--- config.mk ---
export PLATFORM = sky130hd
export DESIGN_NAME = pmt_timer
export DESIGN_NICKNAME = d
export VERILOG_FILES = /design/src/pmt_pkg.sv /design/src/pmt_timer.sv /design/src/pmt_edge_cell.sv
export SDC_FILE = /design/constraint.sdc
export NUM_CORES = 2
export LEC_CHECK = 0
export BUFFER_PORTS_ARGS = -buffer_cell sky130_fd_sc_hd__clkbuf_2
export CAP_MARGIN = 25
export CORE_ASPECT_RATIO = 0.75
export CORE_UTILIZATION = 50
export CTS_CLUSTER_DIAMETER = 50
export CTS_CLUSTER_SIZE = 20
export DETAILED_ROUTE_END_ITERATION = 6
export PLACE_DENSITY = 0.74
export RECOVER_POWER = 100
export SETUP_SLACK_MARGIN = 0.5
export SLEW_MARGIN = 20
export SYNTH_ARGS = -nofsm -noshare
export SYNTH_HDL_FRONTEND = slang
export SYNTH_SLANG_ARGS = --single-unit
export TNS_END_PERCENT = 30
--- constraint.sdc ---
create_clock -name sys_clk -period 31.4 [get_ports sys_clk]
set_clock_uncertainty 0.15 [all_clocks]
set_input_delay 0 -clock sys_clk [delete_from_list [all_inputs] [get_ports sys_clk]]
set_output_delay 0 -clock sys_clk [all_outputs]
set_load 0.01 [all_outputs]
--- src/pmt_pkg.sv ---
// constants and types shared by the match based pwm timer
package pmt_pkg;

  // ---------------------------------------------------------------
  // sizes
  // ---------------------------------------------------------------
  localparam int unsigned DW = 32;
  localparam int unsigned NMATCH = 7;
  localparam int unsigned NOUT = 6;
  localparam int unsigned NCAP = 2;

  // ---------------------------------------------------------------
  // register byte offsets
  // ---------------------------------------------------------------
  localparam logic [7:0] OFF_FLAG = 8'h00;
  localparam logic [7:0] OFF_CTRL = 8'h04;
  localparam logic [7:0] OFF_COUNT = 8'h08;
  localparam logic [7:0] OFF_PRELIM = 8'h0C;
  localparam logic [7:0] OFF_PRECNT = 8'h10;
  localparam logic [7:0] OFF_MACT = 8'h14;
  localparam logic [7:0] OFF_MATCH0 = 8'h18;
  localparam logic [7:0] OFF_MATCH6 = 8'h30;
  localparam logic [7:0] OFF_CNTCFG = 8'h34;
  localparam logic [7:0] OFF_OUTCFG = 8'h38;
  localparam logic [7:0] OFF_RELEASE = 8'h3C;
  localparam logic [7:0] OFF_STEP = 8'h04;

  // ---------------------------------------------------------------
  // field positions and masks
  // ---------------------------------------------------------------
  localparam int unsigned MACT_IRQ = 0;
  localparam int unsigned MACT_RST = 1;
  localparam int unsigned MACT_STOP = 2;
  localparam int unsigned MACT_STRIDE = 3;
  localparam int unsigned MACT_W = NMATCH * MACT_STRIDE;
  localparam int unsigned CFG_SEL_BIT = 2;
  localparam int unsigned OUTCFG_OE_BASE = 8;
  localparam int unsigned OUTCFG_W = 15;
  localparam logic [14:0] OUTCFG_MASK = 15'h7E7C;

  // ---------------------------------------------------------------
  // reset values and bus answers
  // ---------------------------------------------------------------
  localparam logic [31:0] RST_WORD = 32'h0000_0000;
  localparam logic [1:0] RESP_OKAY = 2'h0;
  localparam logic [1:0] RESP_SLVERR = 2'h2;

  // ---------------------------------------------------------------
  // types
  // ---------------------------------------------------------------
  typedef enum logic [1:0] {
    CM_TIMER = 2'h0,
    CM_RISE = 2'h1,
    CM_FALL = 2'h2,
    CM_BOTH = 2'h3
  } pmt_cmode_t;

  typedef struct packed {
    logic pwmEna;
    logic cntRst;
    logic cntEna;
  } pmt_ctrl_t;

  typedef struct packed {
    logic capSel;
    pmt_cmode_t mode;
  } pmt_cntcfg_t;

endpackage

--- src/pmt_timer.sv ---
// match based pulse width timer with an axi4-lite register slave
//
// Notes on behaviour
// - seven match registers feed six outputs; the first is single edge, the rest single or double.
// - match zero sets the cycle length by returning the count to zero.
// - single edge outputs rise on the period match unless held low.
// - a single edge output uses one own match register for its fall.
// - a double edge output uses its own match register and the one below it.
// - double edge order sets the pulse polarity, rise first is positive.
// - each double edge position is free within the cycle.
// - each match may flag an interrupt and keep, stop or reset the count.
// - in pulse mode written match values act only once released, at a cycle boundary.
// - with pulse mode off the block is a plain match timer.
// - a 32-bit counter advances under a 32-bit prescaler.
// - the count runs on the clock or on edges of a chosen capture input.
// - all outputs share one period, set in whole counts.
`timescale 1ns/1ps
module pmt_timer
  import pmt_pkg::*;
(
  input wire logic sys_clk,
  input wire logic rst,
  input wire logic [7:0] s_axi_awaddr,
  input wire logic s_axi_awvalid,
  output logic s_axi_awready,
  input wire logic [31:0] s_axi_wdata,
  input wire logic [3:0] s_axi_wstrb,
  input wire logic s_axi_wvalid,
  output logic s_axi_wready,
  output logic [1:0] s_axi_bresp,
  output logic s_axi_bvalid,
  input wire logic s_axi_bready,
  input wire logic [7:0] s_axi_araddr,
  input wire logic s_axi_arvalid,
  output logic s_axi_arready,
  output logic [31:0] s_axi_rdata,
  output logic [1:0] s_axi_rresp,
  output logic s_axi_rvalid,
  input wire logic s_axi_rready,
  input wire logic [NCAP-1:0] capIn,
  output logic [NOUT-1:0] pwmOut,
  output logic [NOUT-1:0] pwmOe,
  output logic matchIrq
);

  // ---------------------------------------------------------------
  // helpers
  // ---------------------------------------------------------------
  function automatic logic isMapped(input logic [7:0] addr);
    return (addr[1:0] == 2'h0) && (addr <= OFF_RELEASE);
  endfunction

  function automatic logic [31:0] mergeLanes(input logic [31:0] old,
                                             input logic [31:0] val,
                                             input logic [3:0] strb);
    logic [31:0] res;
    res = old;
    for (int b = 0; b < 4; b++) begin
      if (strb[b]) begin
        res[8*b +: 8] = val[8*b +: 8];
      end
    end
    return res;
  endfunction

  // ---------------------------------------------------------------
  // state
  // ---------------------------------------------------------------
  pmt_ctrl_t ctrl_ff;
  pmt_cntcfg_t cntCfg_ff;
  logic [31:0] tcCnt_ff;
  logic [31:0] pcCnt_ff;
  logic [31:0] preLim_ff;
  logic [MACT_W-1:0] mact_ff;
  logic [OUTCFG_W-1:0] outCfg_ff;
  logic [NMATCH-1:0] release_ff;
  logic [NMATCH-1:0] flag_ff;
  logic matchIrq_ff;
  logic [NCAP-1:0] capPrev_ff;
  logic [NMATCH-1:0][31:0] mrShadow_ff;
  logic [NMATCH-1:0][31:0] mrAct_ff;

  logic awGot_ff;
  logic wGot_ff;
  logic [7:0] awAddr_ff;
  logic [31:0] wData_ff;
  logic [3:0] wStrb_ff;
  logic bvalid_ff;
  logic [1:0] bresp_ff;
  logic rvalid_ff;
  logic [1:0] rresp_ff;
  logic [31:0] rdata_ff;

  // ---------------------------------------------------------------
  // write channel decode
  // ---------------------------------------------------------------
  logic doWr;
  logic [31:0] mrgWord;
  logic wrFlag;
  logic wrCtrl;
  logic wrCount;
  logic wrPreLim;
  logic wrMact;
  logic wrCntCfg;
  logic wrOutCfg;
  logic wrRelease;
  logic [NMATCH-1:0] wrMatch;
  logic [31:0] mactMrg;

  assign s_axi_awready = !awGot_ff && !bvalid_ff;
  assign s_axi_wready = !wGot_ff && !bvalid_ff;
  assign doWr = awGot_ff && wGot_ff;
  assign mrgWord = mergeLanes(RST_WORD, wData_ff, wStrb_ff);
  assign wrFlag = doWr && (awAddr_ff == OFF_FLAG);
  assign wrCtrl = doWr && (awAddr_ff == OFF_CTRL);
  assign wrCount = doWr && (awAddr_ff == OFF_COUNT);
  assign wrPreLim = doWr && (awAddr_ff == OFF_PRELIM);
  assign wrMact = doWr && (awAddr_ff == OFF_MACT);
  assign wrCntCfg = doWr && (awAddr_ff == OFF_CNTCFG);
  assign wrOutCfg = doWr && (awAddr_ff == OFF_OUTCFG);
  assign wrRelease = doWr && (awAddr_ff == OFF_RELEASE);
  assign mactMrg = mergeLanes(32'(mact_ff), wData_ff, wStrb_ff);

  // ---------------------------------------------------------------
  // count source and prescaler
  // ---------------------------------------------------------------
  logic selNow;
  logic selPrev;
  logic tick;
  logic run;
  logic preWrap;
  logic incEv;

  assign selNow = capIn[cntCfg_ff.capSel];
  assign selPrev = capPrev_ff[cntCfg_ff.capSel];
  assign tick = (cntCfg_ff.mode == CM_TIMER) ? 1'b1 :
                (cntCfg_ff.mode == CM_RISE) ? (selNow && !selPrev) :
                (cntCfg_ff.mode == CM_FALL) ? (!selNow && selPrev) :
                (selNow != selPrev);
  assign run = ctrl_ff.cntEna && !ctrl_ff.cntRst;
  assign preWrap = pcCnt_ff == preLim_ff;
  assign incEv = run && tick && preWrap;

  // ---------------------------------------------------------------
  // match compare and actions
  // ---------------------------------------------------------------
  logic [NMATCH-1:0] hit;
  logic [NMATCH-1:0] irqBits;
  logic [NMATCH-1:0] rstBits;
  logic [NMATCH-1:0] stopBits;
  logic [NMATCH-1:0] apply;
  logic anyRst;
  logic anyStop;
  logic cycleEnd;

  for (genvar i = 0; i < NMATCH; i++) begin : g_match
    localparam logic [7:0] MOFF = OFF_MATCH0 + 8'(4 * i);
    assign wrMatch[i] = doWr && (awAddr_ff == MOFF);
    assign hit[i] = incEv && (tcCnt_ff == mrAct_ff[i]);
    assign irqBits[i] = mact_ff[MACT_STRIDE*i + MACT_IRQ];
    assign stopBits[i] = mact_ff[MACT_STRIDE*i + MACT_STOP];
    // the period match always resets while pulse mode is on
    if (i == 0) begin : g_per
      assign rstBits[i] = mact_ff[MACT_RST] || ctrl_ff.pwmEna;
    end else begin : g_oth
      assign rstBits[i] = mact_ff[MACT_STRIDE*i + MACT_RST];
    end
    // in timer mode writes act at once, in pulse mode at cycle end
    assign apply[i] = ctrl_ff.pwmEna ? (cycleEnd && release_ff[i])
                                     : 1'b1;
    always_ff @(posedge sys_clk or posedge rst) begin
      if (rst) begin
        mrShadow_ff[i] <= RST_WORD;
        mrAct_ff[i] <= RST_WORD;
      end else begin
        if (wrMatch[i]) begin
          mrShadow_ff[i] <= mergeLanes(mrShadow_ff[i], wData_ff, wStrb_ff);
        end
        if (apply[i]) begin
          mrAct_ff[i] <= mrShadow_ff[i];
        end
      end
    end
  end

  assign anyRst = |(hit & rstBits);
  assign anyStop = |(hit & stopBits);
  assign cycleEnd = hit[0] && ctrl_ff.pwmEna;

  // ---------------------------------------------------------------
  // next values
  // ---------------------------------------------------------------
  logic [31:0] nxt_tcCnt;
  logic [31:0] nxt_pcCnt;
  logic [NMATCH-1:0] nxt_flag;
  logic [NMATCH-1:0] nxt_release;
  logic [NMATCH-1:0] flagClr;

  assign nxt_pcCnt = ctrl_ff.cntRst ? RST_WORD :
                     !(run && tick) ? pcCnt_ff :
                     preWrap ? RST_WORD : pcCnt_ff + 32'h0000_0001;
  assign nxt_tcCnt = ctrl_ff.cntRst ? RST_WORD :
                     wrCount ? mergeLanes(tcCnt_ff, wData_ff, wStrb_ff) :
                     !incEv ? tcCnt_ff :
                     anyRst ? RST_WORD :
                     anyStop ? tcCnt_ff : tcCnt_ff + 32'h0000_0001;
  assign flagClr = wrFlag ? mrgWord[NMATCH-1:0] : '0;
  // a new match event outranks a clear in the same cycle
  assign nxt_flag = (flag_ff & ~flagClr) | (hit & irqBits);
  // a fresh release outranks the hardware clear of an applied one
  assign nxt_release = (release_ff & ~(apply & {NMATCH{ctrl_ff.pwmEna}}))
                     | (wrRelease ? mrgWord[NMATCH-1:0] : '0);

  // ---------------------------------------------------------------
  // counter and control registers
  // ---------------------------------------------------------------
  always_ff @(posedge sys_clk or posedge rst) begin
    if (rst) begin
      tcCnt_ff <= RST_WORD;
      pcCnt_ff <= RST_WORD;
      capPrev_ff <= '0;
      flag_ff <= '0;
      matchIrq_ff <= 1'b0;
      release_ff <= '0;
    end else begin
      tcCnt_ff <= nxt_tcCnt;
      pcCnt_ff <= nxt_pcCnt;
      capPrev_ff <= capIn;
      flag_ff <= nxt_flag;
      matchIrq_ff <= |nxt_flag;
      release_ff <= nxt_release;
    end
  end

  always_ff @(posedge sys_clk or posedge rst) begin
    if (rst) begin
      ctrl_ff <= '0;
      cntCfg_ff <= '0;
      preLim_ff <= RST_WORD;
      mact_ff <= '0;
      outCfg_ff <= '0;
    end else begin
      if (wrCtrl) begin
        ctrl_ff <= pmt_ctrl_t'(mrgWord[2:0]);
      end else if (anyStop) begin
        ctrl_ff.cntEna <= 1'b0;
      end
      if (wrCntCfg) begin
        cntCfg_ff <= pmt_cntcfg_t'(mrgWord[2:0]);
      end
      if (wrPreLim) begin
        preLim_ff <= mergeLanes(preLim_ff, wData_ff, wStrb_ff);
      end
      if (wrMact) begin
        mact_ff <= mactMrg[MACT_W-1:0];
      end
      if (wrOutCfg) begin
        outCfg_ff <= mrgWord[OUTCFG_W-1:0] & OUTCFG_MASK;
      end
    end
  end

  // ---------------------------------------------------------------
  // pulse outputs
  // ---------------------------------------------------------------
  for (genvar k = 0; k < NOUT; k++) begin : g_out
    logic dbl;
    // output k+1: double edge takes its rise from the match below it
    assign dbl = outCfg_ff[k+1];
    pmt_edge_cell u_cell (
      .sys_clk(sys_clk),
      .rst(rst),
      .pwmEna(ctrl_ff.pwmEna),
      .setEv(dbl ? hit[k] : hit[0]),
      .clrEv(hit[k+1]),
      .pwmOut(pwmOut[k])
    );
    assign pwmOe[k] = outCfg_ff[OUTCFG_OE_BASE + k + 1];
  end

  assign matchIrq = matchIrq_ff;

  // ---------------------------------------------------------------
  // bus slave
  // ---------------------------------------------------------------
  logic [31:0] rdVal;
  logic [2:0] mIdx;

  assign mIdx = 3'((s_axi_araddr - OFF_MATCH0) >> 2);

  always_comb begin
    rdVal = RST_WORD;
    if (s_axi_araddr == OFF_FLAG) begin
      rdVal = 32'(flag_ff);
    end else if (s_axi_araddr == OFF_CTRL) begin
      rdVal = 32'(ctrl_ff);
    end else if (s_axi_araddr == OFF_COUNT) begin
      rdVal = tcCnt_ff;
    end else if (s_axi_araddr == OFF_PRELIM) begin
      rdVal = preLim_ff;
    end else if (s_axi_araddr == OFF_PRECNT) begin
      rdVal = pcCnt_ff;
    end else if (s_axi_araddr == OFF_MACT) begin
      rdVal = 32'(mact_ff);
    end else if (s_axi_araddr >= OFF_MATCH0 &&
                 s_axi_araddr <= OFF_MATCH6 && isMapped(s_axi_araddr)) begin
      rdVal = mrShadow_ff[mIdx];
    end else if (s_axi_araddr == OFF_CNTCFG) begin
      rdVal = 32'(cntCfg_ff);
    end else if (s_axi_araddr == OFF_OUTCFG) begin
      rdVal = 32'(outCfg_ff);
    end else if (s_axi_araddr == OFF_RELEASE) begin
      rdVal = 32'(release_ff);
    end
  end

  assign s_axi_arready = !rvalid_ff;

  always_ff @(posedge sys_clk or posedge rst) begin
    if (rst) begin
      awGot_ff <= 1'b0;
      wGot_ff <= 1'b0;
      awAddr_ff <= '0;
      wData_ff <= RST_WORD;
      wStrb_ff <= '0;
      bvalid_ff <= 1'b0;
      bresp_ff <= RESP_OKAY;
    end else begin
      if (s_axi_awvalid && s_axi_awready) begin
        awGot_ff <= 1'b1;
        awAddr_ff <= s_axi_awaddr;
      end
      if (s_axi_wvalid && s_axi_wready) begin
        wGot_ff <= 1'b1;
        wData_ff <= s_axi_wdata;
        wStrb_ff <= s_axi_wstrb;
      end
      if (doWr) begin
        awGot_ff <= 1'b0;
        wGot_ff <= 1'b0;
        bvalid_ff <= 1'b1;
        bresp_ff <= isMapped(awAddr_ff) ? RESP_OKAY : RESP_SLVERR;
      end else if (s_axi_bready) begin
        bvalid_ff <= 1'b0;
      end
    end
  end

  always_ff @(posedge sys_clk or posedge rst) begin
    if (rst) begin
      rvalid_ff <= 1'b0;
      rresp_ff <= RESP_OKAY;
      rdata_ff <= RST_WORD;
    end else if (s_axi_arvalid && s_axi_arready) begin
      rvalid_ff <= 1'b1;
      rresp_ff <= isMapped(s_axi_araddr) ? RESP_OKAY : RESP_SLVERR;
      rdata_ff <= rdVal;
    end else if (s_axi_rready) begin
      rvalid_ff <= 1'b0;
    end
  end

  assign s_axi_bvalid = bvalid_ff;
  assign s_axi_bresp = bresp_ff;
  assign s_axi_rvalid = rvalid_ff;
  assign s_axi_rresp = rresp_ff;
  assign s_axi_rdata = rdata_ff;
endmodule // pmt_timer

--- src/pmt_edge_cell.sv ---
// one pulse output: set and clear events drive a held level
`timescale 1ns/1ps
module pmt_edge_cell
  import pmt_pkg::*;
(
  input wire logic sys_clk,
  input wire logic rst,
  input wire logic pwmEna,
  input wire logic setEv,
  input wire logic clrEv,
  output logic pwmOut
);

  logic pwmOut_ff;
  logic nxt_pwmOut;

  // clear wins a tie, so an edge placed on the period gives constant low
  assign nxt_pwmOut = !pwmEna ? 1'b0 :
                      clrEv ? 1'b0 :
                      setEv ? 1'b1 : pwmOut_ff;

  always_ff @(posedge sys_clk or posedge rst) begin
    if (rst) begin
      pwmOut_ff <= 1'b0;
    end else begin
      pwmOut_ff <= nxt_pwmOut;
    end
  end

  assign pwmOut = pwmOut_ff;
endmodule // pmt_edge_cell

==> summary.md <==
| Metric | Value |
|---|---|
| Status | finished with violations |
| Failing checks | max-capacitance violations, max-slew violations |
| Ys flop type | dfrtp_1 |
| Period utilisation layout | 33.1% |
| Remaining DRCs | 0 |
| Flop2flop setup slack | around 24 ns |
| Share of the synthesized area in the top cell type | 51.3% |
| Peak supply drop | around 0.052 mV |
| Synth Area per Inst | 12.0 µm² |
| CP endpoint kind | asynchronous set/reset pin |
| Detail Placement HPWL | 92.0 mm |
| Fmax | 0.0963 GHz |
| Remaining global-route overflow | 0 |
| Hold_buf cts | 109 |
| CP Class | in2async |
| Initial antenna violation count | 6 |
| Crit-path max cell delay | 3.19 ns |
| Wire per inst | 33.3 µm |
| Logic pwr share | 23.1% |
| Worst Hold Depth | 7 |
| Routability cong. | 1.07 |
| Area after DPL | 34700 µm² |
| Die width | 301 µm |
| Worst endpoint required time | ~31 ns |
| Arr. time, crit path | 9.98 ns |
| RR Endpoint | mrAct_ff[92] |
| Area leader, netlist | dfrtp_1 |
| Asr flop ratio synth | 100% |
| Final hold viol count | 0 |
| Initial Utilization | between 50% and 60% |
| CTS HTree Levels | 2 |
| Io pins | approximately 120 |
| Reg2Reg Depth | 12 |
| Synth cell types | 79 |
| Drt total wl | about 130 mm |
| Tightest Pin Transition | 4.92 ns |
| Total CTS buffers | between 50 and 60 |
| Port bufs | 112 |
| First-pass GRT wire length | 182 mm |
| Highest-delay cell along the critical path | clkbuf_1 |
| Clock transition at path regs | 0.08 ns |
| Hold Startpoint | s_axi_araddr[5] |
| PwrDens | 69.9 nW/µm² |
| Total GRT Usage | 37.6% |
| Vias in the first global route | 24760 |
| CTS Buffer Depth | 3 |
| Critical path's top delay family | buffers and inverters |
| Most frequent cells in the layout | 687 x dfrtp_1, 547 x mux2_2, 265 x xor2_1 |
| Pre-Repair DR Iteration Count | 7 |
| Number of flops mapped to enable cells by yosys | 0 |
| Synth area leaders | dfrtp_1 51%, mux2_2 19%, xor2_1 6.9% |
| Min Tclk post-route | 10.38 ns |
| RR Startpoint | cntCfg_ff[2] |
| DIE AREA | 68000 µm² |
| Gate Count Post-Synth | between 2000 and 3000 |
| Most common cell after layout, fill and taps aside | dfrtp_1 |
| Pwr Total | 2620 µW |
| Post-CTS Setup Inserts | 0 |
| Layout fillers | 5423 |
| CTS tree | done |
| Die Span Y | 226 µm |
| Leakage power total | between 0.015 and 0.02 µW |
| RSZ-0062 raised after global routing | no |
| Clock Tree Root | clkbuf_16 |
| Final ANT Viol Nets | 0 |
| Largest net degree at the start of global routing | 190 |
| Max FO, Critical Path | around 110 |
| CP Depth | 6 |
| Final worst slack | 21.02 ns |
| Final Max Tran Viols | 946 |
| CP startpoint kind | input pin |
| Post-place setup slack | 26.66 ns |
| Share of power burned in registers | between 40% and 50% |
| P_sw | between 1000 and 1500 µW |
| Seq/Total Area, Yosys | 51.3% |
| Vias | ~25000 |
| Layout cell share with drive strength beyond 1 | roughly a quarter |
| Net switching fraction of the power | roughly two fifths |
| Layout Nets | 2983 |
| P_int | around 1600 µW |
| Hold EP | s_axi_rdata[0] |
| Area growth from synthesis to layout | 11.9% |
| Diodes inserted | 0 |
| Post-Syn Area | around 33000 µm² |
| Post-route cell area | 37500 µm² |
| Number of synthesized register bits | slightly below 700 |
| Final core utilization | approximately 57% |
| Synth warn | 0 |
| Critical path, cell by cell | dlygate4sd3_1 > clkbuf_2 > dlygate4sd3_1 > clkinvlp_2 > clkbuf_1 > clkbuf_1 |
| Iter 0 DRT Violations | 3547 |
| # clock sinks | 687 |
| Setup total negative slack | 0 ns |
| MaxCap Viol Count | 22 |
| Crit path buf inv count | 6 |
| Via density | 6.61 |
| Clk_lat worst skew | ~0.66 ns |
| Clock power frac | 28.6% |
| Setup violations, final | 0 |
| HP Class | in2reg |
| Core footprint | 65700 µm² |
| Max_slew headroom | -230% |
| Number of gates resized after CTS | 0 |
| Rows | 81 |
## kinds of logic (layout without fill, tap and decap cells)
kind of cell | after synthesis | after routing | synth area share [%]
flops | 687 | 687 | 51.3
fa+ha+maj | 5 | 5 | 0.187
other cells | 1 | 2 | 0.0112
xor+xnor | 269 | 269 | 7.04
compound gates | 414 | 414 | 8.47
simple gates | 557 | 557 | 7.98
mux | 617 | 617 | 21.7
buf+inv | 230 | 410 | 3.27
## layout make-up
| cell class | instances | area [µm²] | share of cell area, % |
|---|---|---|---|
| clock buffer | 60 | 1410 | 3.77 |
| multi-input combinational | 1864 | 15200 | 40.7 |
| clock inverter | 40 | 489 | 1.31 |
| sequential | 687 | 17200 | 45.9 |
| inverter | 34 | 129 | 0.344 |
| tap | 871 | 1090 | 2.91 |
| timing repair buffer | 276 | 1920 | 5.12 |
## worst min-delay path: stages
cell,delay [ns]
clkbuf_2,0.14
nor2_1,0.08
nand2_1,0.18
nor3_1,0.18
nand2_1,0.11
a21oi_1,0.07
a21o_1,0.15
## state kept, by name, summed over array words and instances, names as in the netlist, 2 cells and up
register             flops
awAddr_ff                8
capPrev_ff               2
cntCfg_ff                3
ctrl_ff                  3
flag_ff                  7
g_out.u_cell.pwmOut      6
mact_ff                 21
mrAct_ff               224
mrShadow_ff            224
outCfg_ff               11
pcCnt_ff                32
preLim_ff               32
release_ff               7
s_axi_rdata             32
tcCnt_ff                32
wData_ff                32
wStrb_ff                 4
## cell usage after synthesis, types with 5 or more instances
cell / count
o31ai_1: 18
a221o_1: 6
nor2_1: 121
a22o_1: 6
buf_2: 19
and4_1: 6
inv_1: 34
a21oi_1: 82
buf_6: 5
and3_1: 14
nor4_1: 68
a32oi_1: 5
nand3_1: 38
a22oi_1: 19
o41ai_1: 5
nand3b_1: 5
a222oi_1: 7
mux4_2: 32
a32o_1: 30
dfrtp_1: 687
nand2b_1: 15
o21ai_0: 124
nor3_1: 27
a21o_1: 8
buf_4: 45
xor2_1: 265
a21boi_1: 7
or3_1: 10
o211ai_1: 23
mux2_2: 552
o211a_1: 7
nand4_1: 20
and2_1: 8
clkbuf_1: 105
mux2i_1: 31
nand2_1: 198
a221oi_1: 31
nor2b_1: 6
a31oi_1: 7
ha_1: 5
buf_1: 22
## through the flow
stage               hold WS [ns]  std cells
CTS                       0.0467       3827
global route               0.176       3832
global placement         -0.0232       3618
finish                     0.152       3832
floorplan                 -0.119       2781
detailed placement       -0.0106       3618
## power groups by stage
stage	registers [µW]	logic (µW)	clock network, µW
final	1270	605	748
after global routing	1270	626	783
after CTS	1240	582	751
after detailed placement	1260	560	0
after global placement	1250	554	0
after floorplan	1080	429	0
## worst max-delay path by stage
stage,from,end,slack (ns)
after floorplan,rst,awAddr_ff[0],11.99
after global placement,tcCnt_ff[21],tcCnt_ff[26],26.68
after detailed placement,tcCnt_ff[21],tcCnt_ff[30],26.66
after CTS,tcCnt_ff[21],tcCnt_ff[26],26.62
after global routing,rst,mrShadow_ff[82],19.12
final,rst,mrShadow_ff[215],21.02
## layer usage
layer	track usage, %	routed length (µm)	vias to the layer above
li1	-	-	10265
met3	12.6	17200	286
met4	12.7	5070	0
met2	51.9	52400	1683
met1	54.9	53000	13114
met5	0	0	-
Note: power is estimated with default switching activity, not from simulation.
